--- config.mk ---
export PLATFORM = sky130hd
export DESIGN_NAME = cplbc_core
export DESIGN_NICKNAME = d
export VERILOG_FILES = /design/src/logic/cplbc_pkg.sv /design/src/logic/cplbc_core.sv /design/src/logic/cplbc_gpr_mem.sv
export VERILOG_INCLUDE_DIRS = /design/src /design/src/logic
export SDC_FILE = /design/constraint.sdc
export NUM_CORES = 1
export LEC_CHECK = 0
export BUFFER_PORTS_ARGS = -buffer_cell sky130_fd_sc_hd__clkbuf_2
export CAP_MARGIN = 5
export CORE_ASPECT_RATIO = 1.4
export CORE_MARGIN = 3
export CORE_UTILIZATION = 60
export CTS_BUF_LIST = sky130_fd_sc_hd__clkbuf_8 sky130_fd_sc_hd__clkbuf_16
export CTS_CLUSTER_SIZE = 40
export DETAILED_ROUTE_END_ITERATION = 10
export GPL_TIMING_DRIVEN = 0
export MAX_ROUTING_LAYER = met4
export PLACE_DENSITY = 0.75
export SETUP_SLACK_MARGIN = 0.5
export SKIP_CTS_REPAIR_TIMING = 1
export SKIP_LAST_GASP = 1
export SYNTH_ARGS = -nofsm -noshare
export SYNTH_HDL_FRONTEND = slang
export SYNTH_SLANG_ARGS = --single-unit
export TNS_END_PERCENT = 1
--- constraint.sdc ---
create_clock -name clk_i -period 3.6 [get_ports clk_i]
set_input_delay 0 -clock clk_i [delete_from_list [all_inputs] [get_ports clk_i]]
set_output_delay 0 -clock clk_i [all_outputs]
set_load 0.02 [all_outputs]
--- src/logic/cplbc_params.svh ---
/*
 * Offsets, field positions, reset values and opcode patterns of the
 * co-processor logic/branch core. Register offsets are word indexes; the
 * byte address on the bus is four times the index.
 */
`ifndef CPLBC_PARAMS_SVH
`define CPLBC_PARAMS_SVH

// ----------------------------------------------------------------------
// Register indexes
// ----------------------------------------------------------------------
`define CPLBC_IDX_CTRL 5'h00
`define CPLBC_IDX_STAT 5'h01
`define CPLBC_IDX_CHID 5'h02
`define CPLBC_IDX_PRIO 5'h03
`define CPLBC_IDX_SPSEL 5'h04
`define CPLBC_IDX_SPMAP 5'h06
`define CPLBC_IDX_INSN 5'h08
`define CPLBC_IDX_FLAGS 5'h09
`define CPLBC_IDX_PC 5'h0A
`define CPLBC_IDX_SIXTEEN_BIT_IMMEDIATE 5'h0B
`define CPLBC_GPR_TAG 2'b10

// ----------------------------------------------------------------------
// Field positions
// ----------------------------------------------------------------------
`define CPLBC_CTRL_DEBUG 0
`define CPLBC_CTRL_LAUNCH 1
`define CPLBC_CTRL_END 2
`define CPLBC_STAT_BUSY 0
`define CPLBC_STAT_ACTIVE 1
`define CPLBC_STAT_ILLEGAL 2
`define CPLBC_FLAG_N 3
`define CPLBC_FLAG_Z 2
`define CPLBC_FLAG_V 1
`define CPLBC_FLAG_C 0
`define CPLBC_SIXTEEN_BIT_IMMEDIATE_RD_LSB 16

// ----------------------------------------------------------------------
// Reset values and opcodes
// ----------------------------------------------------------------------
`define CPLBC_PC_RST 16'h0000
`define CPLBC_FLAGS_RST 4'h0
`define CPLBC_SP_RST 16'h0000
`define CPLBC_PC_STEP 16'h0002
`define CPLBC_OPC_TRI 5'h02
`define CPLBC_OPC_AND_LOW_BYTE 5'h10
`define CPLBC_OPC_AND_HIGH_BYTE 5'h11
`define CPLBC_OPC_BLT 7'h1B

`endif

--- src/logic/cplbc_pkg.sv ---
/*
 * Types of the co-processor logic/branch core.
 * Assumes cplbc_params.svh holds all numeric constants.
 */
package cplbc_pkg;

    // ------------------------------------------------------------------
    // Sequencer states, Gray coded along idle, read, execute
    // ------------------------------------------------------------------
    typedef enum logic [1:0] {
        CPLBC_ST_IDLE = 2'b00,
        CPLBC_ST_READ = 2'b01,
        CPLBC_ST_EXEC = 2'b11
    } cplbc_state_e;

    typedef enum logic [2:0] {
        CPLBC_OP_NONE = 3'h0,
        CPLBC_OP_TRI = 3'h1,
        CPLBC_OP_AND_LOW_BYTE = 3'h2,
        CPLBC_OP_AND_HIGH_BYTE = 3'h3,
        CPLBC_OP_BLT = 3'h4
    } cplbc_op_e;

endpackage

--- src/logic/cplbc_core.sv ---
/*
 * Co-processor logic/branch core: AND in register and split immediate
 * forms, signed less-than branch, active channel and priority tracking,
 * and the initial stack pointer map, behind a classic Wishbone slave.
 * Assumes one 50 MHz clock, synchronous reset and requests synchronous to it.
 */
// Chosen here: register access over Wishbone.
`timescale 1ns/100ps
`include "cplbc_params.svh"
module cplbc_core #(
    parameter int DW = 16,
    parameter int CHW = 7,
    parameter int PLW = 3,
    parameter int SPN = 8
) (
    input wire logic clk_i,
    input wire logic rst_i,
    input wire logic wb_cyc_i,
    input wire logic wb_stb_i,
    input wire logic wb_we_i,
    input wire logic [7:0] wb_adr_i,
    input wire logic [3:0] wb_sel_i,
    input wire logic [31:0] wb_dat_i,
    output logic [31:0] wb_dat_o,
    output logic wb_ack_o,
    input wire logic req_valid_i,
    input wire logic [CHW-1:0] req_channel_i,
    input wire logic [PLW-1:0] req_level_i,
    output logic req_grant_o,
    output logic thread_active_o,
    output logic [CHW-1:0] channel_id_o,
    output logic [PLW-1:0] priority_level_o,
    output logic debug_mode_o
);
    // ------------------------------------------------------------------
    // Decode helpers
    // ------------------------------------------------------------------
    function automatic cplbc_pkg::cplbc_op_e decode_op(input logic [15:0] w);
        if (w[15:11] == `CPLBC_OPC_TRI && w[1:0] == 2'b00)
            return cplbc_pkg::CPLBC_OP_TRI;
        else if (w[15:11] == `CPLBC_OPC_AND_LOW_BYTE)
            return cplbc_pkg::CPLBC_OP_AND_LOW_BYTE;
        else if (w[15:11] == `CPLBC_OPC_AND_HIGH_BYTE)
            return cplbc_pkg::CPLBC_OP_AND_HIGH_BYTE;
        else if (w[15:9] == `CPLBC_OPC_BLT)
            return cplbc_pkg::CPLBC_OP_BLT;
        else
            return cplbc_pkg::CPLBC_OP_NONE;
    endfunction

    function automatic logic [15:0] merge16(input logic [15:0] old, input logic [31:0] d,
                                            input logic [3:0] sel);
        return {sel[1] ? d[15:8] : old[15:8], sel[0] ? d[7:0] : old[7:0]};
    endfunction

    // ------------------------------------------------------------------
    // Bus slave
    // ------------------------------------------------------------------
    logic pend_q;
    logic ack_q;
    logic [31:0] dat_q;
    logic [4:0] idx;
    logic is_gpr;
    logic wr_en;
    cplbc_pkg::cplbc_state_e st_q;

    assign idx = wb_adr_i[6:2];
    assign is_gpr = (wb_adr_i[7] == 1'b0) && (idx[4:3] == `CPLBC_GPR_TAG);
    // A write lands on the edge at which the master samples the acknowledge.
    assign wr_en = ack_q && wb_cyc_i && wb_stb_i && wb_we_i;

    // Requests wait while an instruction runs, which keeps the read port free.
    always_ff @(posedge clk_i)
    begin
        if (rst_i)
        begin
            pend_q <= 1'b0;
            ack_q <= 1'b0;
        end
        else
        begin
            pend_q <= wb_cyc_i && wb_stb_i && !pend_q && !ack_q
                      && (st_q == cplbc_pkg::CPLBC_ST_IDLE);
            ack_q <= pend_q;
        end
    end
    assign wb_ack_o = ack_q;

    // ------------------------------------------------------------------
    // Control, channel and priority state
    // ------------------------------------------------------------------
    logic debug_q;
    logic active_q;
    logic grant_q;
    logic [CHW-1:0] chid_q;
    logic [PLW-1:0] prio_q;
    logic req_wins;

    always_ff @(posedge clk_i)
    begin
        if (rst_i)
            debug_q <= 1'b0;
        else if (wr_en && !wb_adr_i[7] && idx == `CPLBC_IDX_CTRL && wb_sel_i[0])
            debug_q <= wb_dat_i[`CPLBC_CTRL_DEBUG];
    end

    assign req_wins = req_valid_i && !debug_q && (!active_q || req_level_i > prio_q);

    always_ff @(posedge clk_i)
    begin
        if (rst_i)
        begin
            active_q <= 1'b0;
            grant_q <= 1'b0;
            chid_q <= '0;
            prio_q <= '0;
        end
        else
        begin
            grant_q <= 1'b0;
            if (wr_en && !wb_adr_i[7] && wb_sel_i[0])
            begin
                if (idx == `CPLBC_IDX_CTRL && wb_dat_i[`CPLBC_CTRL_END])
                    active_q <= 1'b0;
                if (idx == `CPLBC_IDX_CTRL && debug_q && wb_dat_i[`CPLBC_CTRL_LAUNCH])
                    active_q <= 1'b1;
                if (idx == `CPLBC_IDX_CHID && debug_q)
                    chid_q <= wb_dat_i[CHW-1:0];
                if (idx == `CPLBC_IDX_PRIO && debug_q)
                    prio_q <= wb_dat_i[PLW-1:0];
            end
            // A winning request arriving with an end command still activates its channel.
            if (req_wins)
            begin
                active_q <= 1'b1;
                grant_q <= 1'b1;
                chid_q <= req_channel_i;
                prio_q <= req_level_i;
            end
        end
    end

    always_ff @(posedge clk_i)
    begin
        if (rst_i)
        begin
            req_grant_o <= 1'b0;
            thread_active_o <= 1'b0;
            channel_id_o <= '0;
            priority_level_o <= '0;
            debug_mode_o <= 1'b0;
        end
        else
        begin
            req_grant_o <= grant_q;
            thread_active_o <= active_q;
            channel_id_o <= chid_q;
            priority_level_o <= prio_q;
            debug_mode_o <= debug_q;
        end
    end

    // ------------------------------------------------------------------
    // Stack pointer select and mapped word
    // ------------------------------------------------------------------
    logic [2:0] spsel_q;
    logic [15:0] sp_q [SPN];
    logic [15:0] sp_map;

    assign sp_map = sp_q[spsel_q];

    always_ff @(posedge clk_i)
    begin
        if (rst_i)
            spsel_q <= 3'h0;
        else if (wr_en && !wb_adr_i[7] && idx == `CPLBC_IDX_SPSEL && wb_sel_i[0])
            spsel_q <= wb_dat_i[2:0];
    end

    // Entry zero is the vector base; the others are initial stack pointers.
    for (genvar g = 0; g < SPN; g++)
    begin : g_sp
        always_ff @(posedge clk_i)
        begin
            if (rst_i)
                sp_q[g] <= `CPLBC_SP_RST;
            else if (wr_en && !wb_adr_i[7] && idx == `CPLBC_IDX_SPMAP && spsel_q == 3'(g))
                sp_q[g] <= merge16(sp_q[g], wb_dat_i, wb_sel_i);
        end
    end

    // ------------------------------------------------------------------
    // Instruction sequencer
    // ------------------------------------------------------------------
    logic [15:0] insn_q;
    logic [15:0] pc_q;
    logic [3:0] flags_q;
    logic hi_pend_q;
    logic [7:0] hi_imm_q;
    logic illegal_q;
    logic [15:0] rd_a;
    logic [15:0] rd_b;
    logic [15:0] res_d;
    logic [3:0] flags_d;
    logic [15:0] blt_tgt;
    logic mem_we;
    logic [2:0] mem_waddr;
    logic [15:0] mem_wdata;
    logic [2:0] raddr_a;
    cplbc_pkg::cplbc_op_e op;
    logic is_and;
    logic in_exec;
    logic insn_wr;
    logic imm_wr;

    assign op = decode_op(insn_q);
    assign is_and = op == cplbc_pkg::CPLBC_OP_TRI || op == cplbc_pkg::CPLBC_OP_AND_LOW_BYTE
                    || op == cplbc_pkg::CPLBC_OP_AND_HIGH_BYTE;
    assign in_exec = st_q == cplbc_pkg::CPLBC_ST_EXEC;
    assign insn_wr = wr_en && !wb_adr_i[7] && idx == `CPLBC_IDX_INSN;
    assign imm_wr = wr_en && !wb_adr_i[7] && idx == `CPLBC_IDX_SIXTEEN_BIT_IMMEDIATE;
    assign blt_tgt = pc_q + {{6{insn_q[8]}}, insn_q[8:0], 1'b0};

    always_comb
    begin
        res_d = rd_a;
        flags_d = flags_q;
        case (op)
            cplbc_pkg::CPLBC_OP_TRI:
            begin
                res_d = rd_a & rd_b;
                flags_d[`CPLBC_FLAG_Z] = res_d == 16'h0000;
            end
            cplbc_pkg::CPLBC_OP_AND_LOW_BYTE:
            begin
                res_d = {rd_a[15:8], rd_a[7:0] & insn_q[7:0]};
                flags_d[`CPLBC_FLAG_Z] = res_d[7:0] == 8'h00;
            end
            cplbc_pkg::CPLBC_OP_AND_HIGH_BYTE:
            begin
                res_d = {rd_a[15:8] & insn_q[7:0], rd_a[7:0]};
                flags_d[`CPLBC_FLAG_Z] = res_d[15:8] == 8'h00;
            end
            default:
            begin
                res_d = rd_a;
            end
        endcase
        if (is_and)
        begin
            flags_d[`CPLBC_FLAG_N] = res_d[15];
            flags_d[`CPLBC_FLAG_V] = 1'b0;
        end
    end

    always_ff @(posedge clk_i)
    begin
        if (rst_i)
        begin
            st_q <= cplbc_pkg::CPLBC_ST_IDLE;
            insn_q <= 16'h0000;
            hi_pend_q <= 1'b0;
            hi_imm_q <= 8'h00;
        end
        else
        begin
            case (st_q)
                cplbc_pkg::CPLBC_ST_IDLE:
                begin
                    if (insn_wr)
                    begin
                        insn_q <= merge16(insn_q, wb_dat_i, wb_sel_i);
                        st_q <= cplbc_pkg::CPLBC_ST_READ;
                    end
                    else if (imm_wr)
                    begin
                        insn_q <= {`CPLBC_OPC_AND_LOW_BYTE, wb_dat_i[`CPLBC_SIXTEEN_BIT_IMMEDIATE_RD_LSB+:3],
                                   wb_dat_i[7:0]};
                        hi_imm_q <= wb_dat_i[15:8];
                        hi_pend_q <= 1'b1;
                        st_q <= cplbc_pkg::CPLBC_ST_READ;
                    end
                end
                cplbc_pkg::CPLBC_ST_READ:
                    st_q <= cplbc_pkg::CPLBC_ST_EXEC;
                cplbc_pkg::CPLBC_ST_EXEC:
                begin
                    if (hi_pend_q)
                    begin
                        insn_q <= {`CPLBC_OPC_AND_HIGH_BYTE, insn_q[10:8], hi_imm_q};
                        hi_pend_q <= 1'b0;
                        st_q <= cplbc_pkg::CPLBC_ST_READ;
                    end
                    else
                        st_q <= cplbc_pkg::CPLBC_ST_IDLE;
                end
                default:
                    st_q <= cplbc_pkg::CPLBC_ST_IDLE;
            endcase
        end
    end

    // Bus writes and execution never overlap, so both may own these.
    always_ff @(posedge clk_i)
    begin
        if (rst_i)
        begin
            pc_q <= `CPLBC_PC_RST;
            flags_q <= `CPLBC_FLAGS_RST;
            illegal_q <= 1'b0;
        end
        else if (in_exec)
        begin
            flags_q <= flags_d;
            illegal_q <= op == cplbc_pkg::CPLBC_OP_NONE;
            if (op == cplbc_pkg::CPLBC_OP_BLT
                && (flags_q[`CPLBC_FLAG_N] ^ flags_q[`CPLBC_FLAG_V]))
                pc_q <= blt_tgt;
            else
                pc_q <= pc_q + `CPLBC_PC_STEP;
        end
        else if (wr_en && !wb_adr_i[7] && idx == `CPLBC_IDX_FLAGS && wb_sel_i[0])
            flags_q <= wb_dat_i[3:0];
        else if (wr_en && !wb_adr_i[7] && idx == `CPLBC_IDX_PC)
            pc_q <= merge16(pc_q, wb_dat_i, wb_sel_i);
    end

    // ------------------------------------------------------------------
    // Register file and read data
    // ------------------------------------------------------------------
    assign raddr_a = (st_q == cplbc_pkg::CPLBC_ST_READ)
                     ? ((op == cplbc_pkg::CPLBC_OP_TRI) ? insn_q[7:5] : insn_q[10:8])
                     : idx[2:0];
    assign mem_we = (in_exec && is_and) || (wr_en && is_gpr);
    assign mem_waddr = in_exec ? insn_q[10:8] : idx[2:0];
    assign mem_wdata = in_exec ? res_d : merge16(rd_a, wb_dat_i, wb_sel_i);

    cplbc_gpr_mem #(.DW(DW), .AW(3)) u_gpr (
        .clk_i(clk_i),
        .rst_i(rst_i),
        .we_i(mem_we),
        .waddr_i(mem_waddr),
        .wdata_i(mem_wdata),
        .raddr_a_i(raddr_a),
        .rdata_a_o(rd_a),
        .raddr_b_i(insn_q[4:2]),
        .rdata_b_o(rd_b)
    );

    // Unmapped addresses answer with zero and ignore writes.
    always_ff @(posedge clk_i)
    begin
        if (rst_i)
            dat_q <= 32'h00000000;
        else if (pend_q)
        begin
            dat_q <= 32'h00000000;
            if (is_gpr)
                dat_q <= {16'h0000, rd_a};
            else if (!wb_adr_i[7])
            begin
                case (idx)
                    `CPLBC_IDX_CTRL: dat_q <= {31'h0, debug_q};
                    `CPLBC_IDX_STAT: dat_q <= {29'h0, illegal_q, active_q,
                                               st_q != cplbc_pkg::CPLBC_ST_IDLE};
                    `CPLBC_IDX_CHID: dat_q <= {{(32-CHW){1'b0}}, chid_q};
                    `CPLBC_IDX_PRIO: dat_q <= {{(32-PLW){1'b0}}, prio_q};
                    `CPLBC_IDX_SPSEL: dat_q <= {29'h0, spsel_q};
                    `CPLBC_IDX_SPMAP: dat_q <= {16'h0000, sp_map};
                    `CPLBC_IDX_INSN: dat_q <= {16'h0000, insn_q};
                    `CPLBC_IDX_FLAGS: dat_q <= {28'h0, flags_q};
                    `CPLBC_IDX_PC: dat_q <= {16'h0000, pc_q};
                    default: dat_q <= 32'h00000000;
                endcase
            end
        end
    end
    assign wb_dat_o = dat_q;

    logic [7:0] res_hi;
    logic [15:0] tri_and;
    assign res_hi = res_d[15:8];
    assign tri_and = rd_a & rd_b;
endmodule // cplbc_core

--- src/logic/cplbc_gpr_mem.sv ---
/*
 * General register file: one write port, two read ports whose data come
 * out of registers. Assumes a single clock and synchronous active-high reset.
 */
`timescale 1ns/100ps
module cplbc_gpr_mem #(
    parameter int DW = 16,
    parameter int AW = 3
) (
    input wire logic clk_i,
    input wire logic rst_i,
    input wire logic we_i,
    input wire logic [AW-1:0] waddr_i,
    input wire logic [DW-1:0] wdata_i,
    input wire logic [AW-1:0] raddr_a_i,
    output logic [DW-1:0] rdata_a_o,
    input wire logic [AW-1:0] raddr_b_i,
    output logic [DW-1:0] rdata_b_o
);
    logic [DW-1:0] mem_q [2**AW];

    always_ff @(posedge clk_i)
    begin
        if (we_i)
        begin
            mem_q[waddr_i] <= wdata_i;
        end
    end

    // Write-first bypass so a read issued in the writing cycle sees new data.
    always_ff @(posedge clk_i)
    begin
        if (rst_i)
        begin
            rdata_a_o <= '0;
            rdata_b_o <= '0;
        end
        else
        begin
            rdata_a_o <= (we_i && waddr_i == raddr_a_i) ? wdata_i : mem_q[raddr_a_i];
            rdata_b_o <= (we_i && waddr_i == raddr_b_i) ? wdata_i : mem_q[raddr_b_i];
        end
    end
endmodule // cplbc_gpr_mem

### Yosys cells after proc, flatten, opt, wreduce, memory -nomap -nowiden

Memory sizes are Yosys's and may differ from the RTL's. A register that Yosys moved wholly into a read port is not among the register bits.
Cells that the tools add are included.

| operators by class | value |
|---|---|
| $add $sub $neg | 2 |
| $mul | 0 |
| div/mod/pow operators | 0 |
| magnitude comparators | 1 |
| equal/unequal tests | 53 |
| shifts and indexed selects | 0 |
| mux-type cells | 109 |
| bitwise logic cells | 23 |
| reductions and logical operators | 96 |

Operators with widths:

| operator | number |
|---|---|
| 8-bit two-way mux | 36 |
| 16-bit two-way mux | 10 |
| 16-bit case mux with 9 select lines | 1 |
| 16-bit case mux with 3 select lines | 1 |
| 2-bit AND reduction | 22 |
| 1-bit logical AND | 39 |
| 1-bit two-way mux | 38 |
| 3-bit two-way mux | 12 |
| 16-bit case mux with 2 select lines | 1 |
| 7-bit two-way mux | 3 |
| 5-bit by 4-bit equality test with 1-bit output, second input constant | 4 |
| 2-bit nonzero test | 10 |
| 16-bit adder | 1 |
| 16-bit by 2-bit adder with 16-bit output, second input constant | 1 |
| 16-bit AND | 1 |
| 8-bit AND | 2 |
| 16-bit logical NOT | 1 |
| 8-bit logical NOT | 2 |
| 1-bit != test, second input constant | 16 |
| 1-bit OR | 16 |
| 3-bit equality test, second input constant | 5 |
| 5-bit by 2-bit equality test with 1-bit output, second input constant | 3 |
| 3-bit by 2-bit equality test with 1-bit output, second input constant | 4 |
| 2-bit != test, second input constant | 6 |
| other kinds (25) | 49 |

| storage, ports and cells | value |
|---|---|
| register bits | 111 |
| latch bits | 0 |
| RAM bits | 256 |
| ROM bits | 0 |
| memories kept | 2 |

Memories:

| name | depth | width | read ports | clocked after Yosys merged registers in | write ports | RTL line | source |
|---|---|---|---|---|---|---|---|
| sp_q | 8 | 16 | 1 | 1 | 8 | cplbc_core.sv:167 | `logic [15:0] sp_q [SPN];` |
| u_gpr.mem_q | 8 | 16 | 2 | 2 | 1 | cplbc_gpr_mem.sv:20 | `logic [DW-1:0] mem_q [2**AW];` |

### Depth between registers and ports, before layout

Gate-level depths: netlist of run 1.

| depth | value |
|---|---|
| depth after elaboration | 12 |
| mapped depth | 14 |
| mapped depth without buffers | 13 |

### Hierarchy

From an unflattened synthesis of run 1, not the netlist that was laid out.

| second synthesis, totals | value |
|---|---|
| cells, all modules | 1,605 |
| area total of the unflattened synthesis | 19,185.9 µm² |

By module, submodules not included:

| module | instances | cells each | area each (µm²) |
|---|---|---|---|
| cplbc_core | 1 | 1,163 | 12,110.4 |
| cplbc_gpr_mem | 1 | 442 | 7,075.5 |

### Least setup slack after synthesis of run 1

No wires, ideal clock.

| path | value |
|---|---|
| path type | register -> register |
| from | reg insn_q[11] |
| to | reg pc_q[13] |
| data arrival time | 3,133 ps |
| data required time | 3,485 ps |
| setup slack | 353 ps |
| stages on the path, launching flop included | 15 |
| buffers on the path | 2 |
| cell sequence | dfxtp_1 > buf_2 > or3b_1 > buf_2 > nor3_1 > nand2_1 > ha_1 > inv_1 > fa_1 > nor2b_1 > o2111ai_1 > nand3_1 > a2111oi_0 > a2111oi_0 > a2111oi_0 |

| between the ends | value |
|---|---|
| longest elaborated chain between the ends | 9 |

Ends and longest elaborated chain:

| element | RTL line | source |
|---|---|---|
| start, declared | cplbc_core.sv:195 | `logic [15:0] insn_q;` |
| start signal, assigned | cplbc_core.sv:272 | `insn_q <= merge16(insn_q, wb_dat_i, wb_sel_i);` |
| start signal, assigned | cplbc_core.sv:277 | `` insn_q <= {`CPLBC_OPC_AND_LOW_BYTE, wb_dat_i[`CPLBC_SIXTEEN_BIT_IMMEDIATE_RD_LSB+:3], `` |
| start signal, assigned | cplbc_core.sv:290 | `` insn_q <= {`CPLBC_OPC_AND_HIGH_BYTE, insn_q[10:8], hi_imm_q}; `` |
| 7-bit by 5-bit equality test with 1-bit output (no line) | - |  |
| 3-bit two-way mux | cplbc_core.sv:45 | `` else if (w[15:9] == `CPLBC_OPC_BLT) `` |
| 3-bit two-way mux | cplbc_core.sv:43 | `` else if (w[15:11] == `CPLBC_OPC_AND_HIGH_BYTE) `` |
| 3-bit two-way mux | cplbc_core.sv:41 | `` else if (w[15:11] == `CPLBC_OPC_AND_LOW_BYTE) `` |
| 3-bit two-way mux (*) | cplbc_core.sv:39 | `` if (w[15:11] == `CPLBC_OPC_TRI && w[1:0] == 2'b00) `` |
| 3-bit equality test (*) | cplbc_core.sv:316 | `if (op == cplbc_pkg::CPLBC_OP_BLT` |
| 1-bit logical AND (*) | cplbc_core.sv:316 |  |
| 16-bit two-way mux (*) | cplbc_core.sv:316 |  |
| 16-bit two-way mux (*) | cplbc_core.sv:312 | `else if (in_exec)` |
| end signal, assigned | cplbc_core.sv:318 | `pc_q <= blt_tgt;` |
| end signal, assigned | cplbc_core.sv:320 | `` pc_q <= pc_q + `CPLBC_PC_STEP; `` |
| end signal, assigned | cplbc_core.sv:325 | `pc_q <= merge16(pc_q, wb_dat_i, wb_sel_i);` |
| end, declared | cplbc_core.sv:196 | `logic [15:0] pc_q;` |

Every way passes the cells marked *; elsewhere a longest branch is shown, timed or not.
A chain may end at the register's enable or synchronous reset.

### Worst setup path after layout of run 1

| path | value |
|---|---|
| from | reg insn_q[3] |
| to | reg pc_q[10] |

| between the ends | value |
|---|---|
| longest elaborated chain between the ends | 3 |

Ends and longest elaborated chain:

| element | RTL line | source |
|---|---|---|
| 16-bit adder | cplbc_core.sv:222 | `assign blt_tgt = pc_q + {{6{insn_q[8]}}, insn_q[8:0], 1'b0};` |
| 16-bit two-way mux | cplbc_core.sv:316 |  |
| 16-bit two-way mux | cplbc_core.sv:312 |  |

Every way passes these cells.

==> out/results.txt, run 1 <==
RSZ-0062 raised after global routing - true
All-layer global routing usage - 0.3713
Synth cell types - 78
Worst path cell trace - clkbuf_2 -> inv_1 -> nor4_1 -> ha_1 -> o21ai_1 -> o21a_2 -> o21a_1 -> nor3_1 -> or4_1 -> o311ai_0
WS Path Type - register to register
Xor-xnor portion of the synthesized cell area - 0.005391
Crit Path Max Fanout - 10
FILL cells - 2352
Rows - 77
Layout area overhead - 14.72%
Register area share after synthesis - 0.5278
Fin crit period - 3.210 ns
Final #Nets - 1920
Register area - 10300 µm²
Max Clock Skew - 0.02018 ns
Post-Syn Area per Cell - 11.67 µm²
Pre-antenna DRT Iters - 5
Max Fclk - 0.3116 GHz
Max Root-Sink Buffers - 3
Worst-margin pin slew - 1.150 ns
Grt ovf - 0
Setup crit start kind - register
H-tree levels - 2
Largest family of logic cells by synthesized area - simple AND/OR/NAND/NOR gates
Period utilisation layout - 0.8916
DIE AREA - 34720 µm²
Violated checks - negative hold slack
Synth Cell Area - 19500 µm²
I/O Buffers - 69
Compound-Gate Fraction of Synth Area - 0.1164
DR vias - 15.05k
Initial antenna violation count - 1
Largest net degree at the start of global routing - 16
Final setup fails - 0
Post-synthesis mux area share - 0.1398
Worst hold path type - input pin to register
WL/cell - 27.90 µm
Pwr Total - 12.17 mW
PwrDens - 544.2 nW/µm²
Gpl congestion - 1.032
WL final - 63.29 mm
Worst hold slack - -0.05611 ns
Max capacitance violation total - 0
Ys flop type - edfxtp_1
Max-slew headroom - 0.2255
# DRC - 0
Worst path slowest cell - or4_1
Post-synth ARST share - 0
Crit end category - register
Initial Util - 0.6132
Horiz. Die Dim - 158.3 µm
First-pass GRT wire length - 92.00 mm
Final Hold Viols - 2
Io pins - 106
Maximum vdd drop - 0.5818 mV
Die Span Y - 219.3 µm
CTS tree - yes
Adder-cell share of the synthesized area - 0.01001
Vias in the first global route - 15.08k
Number of flops mapped to enable cells by yosys - 256
Seq cells post-synth - 386
CTS clock-pin slew for the worst setup and hold paths - 0.07 ns
Share of cells above drive strength 1 - 0.2062
Critical path data required time - 4.04 ns
Fin. max-slew vios - 0
Setup TNS - 0 ns
Core Region - 31790 µm²
Simple-Gate Fraction of Synth Area - 0.1640
Worst Path Arrival - 3.65 ns
CTS Sinks - 386
Drt via density - 6.634
Initial drt markers - 1508
Post-route antenna net violation count - 0
Syn Inst Count - 1671
Worst skew pair latency - 0.55 ns
Worst path max stage delay - 0.52 ns
Hpwl dp - 47.33 mm
Lkg Pwr - 7.915 nW
Outcome - complete, but fails checks
Multi-input gate area - 8733 µm²
Synth warn - 0
Root buffer cell - clkbuf_16
CTS buffer count - 37
[worst max-delay path, delay by kind of cell (launching register included)]
kind                       cells  cell delay, ns
and+or+nand+nor                3            1.05
AOI/OAI and AO/OA              4            0.71
DFF                            1            0.40
adders and majority gates      1            0.37
buffers and inverters          2            0.59
[layer usage]
layer | share of wire | wire, µm | track usage | vias to the layer above
li1 | - | - | - | 6626
met1 | 0.34 | 21240 | 0.3911 | 7259
met2 | 0.51 | 32340 | 0.6352 | 827
met3 | 0.064 | 4066 | 0.05149 | 334
met4 | 0.089 | 5646 | 0.2608 | 0
met5 | 0 | 0 | - | -
[worst paths after layout]
path	cells after the start	endpoint	slack, ns	start
min	4	pc_q[8]	-0.06	wb_dat_i[8]
max reg2reg	10	pc_q[10]	0.39	insn_q[3]
min reg2reg	1	req_grant_o	0.44	grant_q
max	10	pc_q[10]	0.39	insn_q[3]
[sequential cells by signal, summed over array words and instances (netlist names), 8 cells and up, named ones only]
| signal | count |
|---|---|
| hi_imm_q | 8 |
| insn_q | 16 |
| pc_q | 16 |
| sp_q | 128 |
| u_gpr.mem_q | 128 |
| u_gpr.rdata_a_o | 16 |
| u_gpr.rdata_b_o | 16 |
| wb_dat_o | 16 |
[report_power, final]
part           total (mW)  switching [mW]  leakage, nW  internal, mW
Combinational        2.76            1.74         3.72          1.02
Clock                4.08            1.73        0.644          2.35
Sequential           5.34           0.321         3.55          5.02
Total                12.2            3.79         7.91          8.38
[placed cells by master, fill, tap and decap left out, drive strengths merged, types with 8 or more instances in the layout]
cell	synthesis	final
edfxtp	256	256
clkbuf	85	199
and2	136	136
nor2	136	136
nand2	130	130
dfxtp	130	130
mux2i	99	99
buf	55	82
mux4	69	69
a21oi	65	65
nand3	59	59
a211oi	48	48
nor3	40	40
nor2b	32	32
a22oi	31	31
inv	15	24
o21ai	24	24
dlygate4sd3	0	23
a221o	21	21
or2	20	20
a311oi	19	19
mux2	16	16
conb	1	16
ha	14	14
a22o	13	13
and3	10	10
a31oi	10	10
o2111ai	9	9
clkinv	2	9
nor4	9	9
nand4	8	8
a31o	8	8
[stage by stage]
| stage | hold WS, ns | util | instances | worst slack [ns] | instance area (µm²) |
|---|---|---|---|---|---|
| 4_1_cts | -0.2959 | 0.6857 | 2224 | -0.2964 | 21800 |
| 2_1_floorplan | 0.1472 | - | 1686 | 0.5076 | 19560 |
| 3_3_place_gp | 0.2573 | 0.6418 | 2150 | -0.4576 | 20400 |
| 6_report | -0.05611 | 0.7035 | 2268 | 0.3903 | 22370 |
| 3_5_place_dp | 0.2662 | 0.6458 | 2158 | -0.2720 | 20530 |
| 5_1_grt | 0.01229 | 0.7035 | 2268 | 0.3169 | 22370 |
[synth_stat cells (15+ instances only)]
library cell	count	area, µm²
a211oi_1	48	360.4
a21oi_1	63	315.3
a221o_1	21	210.2
a22oi_1	31	232.7
and2_1	136	850.8
buf_2	19	95.09
buf_4	20	150.1
clkbuf_1	85	319.1
dfxtp_1	130	2603
edfxtp_1	256	7687
inv_1	15	56.30
mux2_2	16	180.2
mux2i_1	99	991.0
mux4_2	69	1554
nand2_1	130	488.0
nand3_1	59	295.3
nor2_1	131	491.7
nor2b_1	32	200.2
nor3_1	39	195.2
o21ai_0	24	120.1
or2_2	19	118.9
[area by class of cell]
type | instances | share of cell area
clock inverter | 22 | 0.008951
inverter | 17 | 0.003021
sequential | 386 | 0.4604
antenna | 1 | 0.0001119
timing repair buffer | 120 | 0.03731
clock buffer | 44 | 0.04772
multi-input combinational | 1143 | 0.3905
tap | 395 | 0.02210
buffer | 140 | 0.02993
[cells by family (layout without fill, tap and decap cells)]
group | Yosys count | in the layout
AOI/OAI and AO/OA | 302 | 302
xor gates and xnor gates | 12 | 12
adders and majority gates | 15 | 15
buffers and inverters | 157 | 343
DFF | 386 | 386
muxes | 184 | 184
other | 1 | 17
and+or+nand+nor | 614 | 614
No activity file was read; power rests on OpenSTA's default activity.
==> inputs of run 2 (changes only) <==
Clock period 3.6 ns to 3.45 ns, I/O delays scaled along.
==> out/results.txt, run 2 (synthesized netlist as in run 1, its figures left out) <==
Outcome - complete, but fails checks
Violated checks - negative hold slack
CTS buffer count - 38 (+2.7%)
CTS tree - yes
WS Path Type - register to register
Crit Path Max Fanout - 8 (-2)
Max-slew headroom - 0.2102 (-0.01533)
Most frequent cells in the layout - 256 x edfxtp_1, 136 x and2_1, 128 x nand2_1
Io pins - 106 (unchanged)
Share of cells above drive strength 1 - 0.2110 (+0.004778)
Initial antenna violation count - 0 (-1)
Final setup fails - 0 (unchanged)
I/O Buffers - 69 (unchanged)
Pwr Total - 13.02 mW (+7.0%)
End of the worst register-to-register path - pc_q[13]
Max Clock Skew - 0.01608 ns (-0.004104 ns)
Startpoint of the worst register-to-register path - insn_q[11]
Max capacitance violation total - 0 (unchanged)
Diode count - 0 (-1)
Final Hold Viols - 1 (-1)
Worst Hold Path EP - pc_q[8]
Commonest non-fill, non-tap cell in the layout - edfxtp_1
Crit end category - register
# DRC - 0 (unchanged)
Core Util, Final - 0.7104 (+0.006927)
Setup crit start kind - register
Cell Area, Placed - 20540 µm² (about the same)
Max Fclk - 0.3124 GHz (+0.26%)
Grt ovf - 0 (unchanged)
R2R Setup Slk - 0.25 ns (-0.14 ns)
Place WS - -0.3881 ns (-0.1161 ns)
Largest net degree at the start of global routing - 16 (unchanged)
Final worst slack - 0.2488 ns (-0.1415 ns)
Root buffer cell - clkbuf_16
Worst skew pair latency - 0.55 ns (about the same)
Initial drt markers - 1446 (-4.1%)
Core Region - 31790 µm² (unchanged)
Period utilisation layout - 0.9279 (+0.03631)
Vias in the first global route - 15.32k (+1.6%)
Final #Nets - 1923 (+0.16%)
Lkg Pwr - 8.022 nW (+1.4%)
Pre-antenna DRT Iters - 7 (+2)
Largest registers - sp_q x128, u_gpr.mem_q x128
Layout area overhead - 15.85%
Worst hold slack - -0.01174 ns (+0.04437 ns)
Worst Path Arrival - 3.63 ns (-0.02 ns)
Max Root-Sink Buffers - 3 (unchanged)
Worst-margin pin slew - 1.172 ns (+0.02276 ns)
Die Span Y - 219.3 µm (unchanged)
CTS clock-pin slew for the worst setup and hold paths - 0.07 ns (about the same)
DIE AREA - 34720 µm² (unchanged)
Fin. max-slew vios - 0 (unchanged)
DR vias - 15.13k (+0.54%)
First-pass GRT wire length - 93.12 mm (+1.2%)
WL final - 63.98 mm (+1.1%)
Drt via density - 6.658 (+0.37%)
Final Cell Area - 22590 µm² (+0.98%)
Fin crit period - 3.201 ns (-0.008470 ns)
Worst hold path type - input pin to register
Maximum vdd drop - 0.7184 mV (+23%)
FILL cells - 2247 (-4.5%)
Rows - 77 (unchanged)
WL/cell - 28.16 µm (+0.91%)
Hpwl dp - 47.30 mm (about the same)
Hold path depth - 4 (unchanged)
CTS Sinks - 386 (unchanged)
Initial Util - 0.6132 (unchanged)
PwrDens - 576.6 nW/µm² (+5.9%)
Gpl congestion - 1.019 (-1.2%)
Post-route antenna net violation count - 0 (unchanged)
Worst hold start - wb_dat_i[8]
Horiz. Die Dim - 158.3 µm (unchanged)
RSZ-0062 raised after global routing - true
H-tree levels - 2 (unchanged)
Worst R2R Path Depth - 14 (+4)
Critical path data required time - 3.88 ns (-0.16 ns)
All-layer global routing usage - 0.3741 (+0.002737)
## run 2: area by class of cell
| cell class | count | area (µm²) | share of cell area |
|---|---|---|---|
| plain buffers | 140 | 673.1 | 0.02980 |
| clock buffers | 42 | 1040 | 0.04604 |
| clock inverters | 27 | 337.8 | 0.01496 |
| inverters | 17 | 67.56 | 0.002992 |
| multi-input cells | 1143 | 8825 | 0.3907 |
| flip-flops and latches | 386 | 10300 | 0.4559 |
| well taps | 395 | 494.2 | 0.02188 |
| repair buffers | 122 | 850.8 | 0.03767 |
## run 2: power by group
part	switching [mW]	internal, mW
sequential	0.335	5.24
clock	1.79	2.78
combinational	1.82	1.07
total	3.94	9.08
## run 2: per-stage QoR
step                instances  TNS, ns
finish                   2272        0
detailed placement       2158   -1.639
global placement         2150   -59.83
floorplan                1686        0
global route             2272        0
CTS                      2227   -2.019
## run 2: how the worst max path moves through the flow
| stage | from | end |
|---|---|---|
| final | insn_q[11] | pc_q[13] |
| after global routing | insn_q[11] | pc_q[13] |
| after CTS | insn_q[4] | pc_q[12] |
| after detailed placement | insn_q[4] | pc_q[12] |
| after global placement | st_q[0] | u_gpr.mem_q[4][0] |
| after floorplan | insn_q[11] | pc_q[13] |
## run 2: metal layers
metal  track usage  vias to the layer above  wire (µm)
met3       0.05425                      308       4139
met2        0.6423                      857      33090
met1        0.3952                     7324      21490
met5             -                        -          0
li1              -                     6639          -
met4        0.2514                        0       5253
## run 2: critical path, stage by stage (launching register included)
cell and delay (ns):
dfxtp_1 0.31, buf_6 0.12, or3b_1 0.36, buf_6 0.16, nor3_4 0.22, nand2_2 0.10
ha_4 0.18, inv_2 0.05, fa_2 0.24, nor2b_4 0.06, o2111ai_4 0.26, nand3_4 0.14
a2111oi_4 0.44, a2111oi_2 0.08, a2111oi_2 0.35
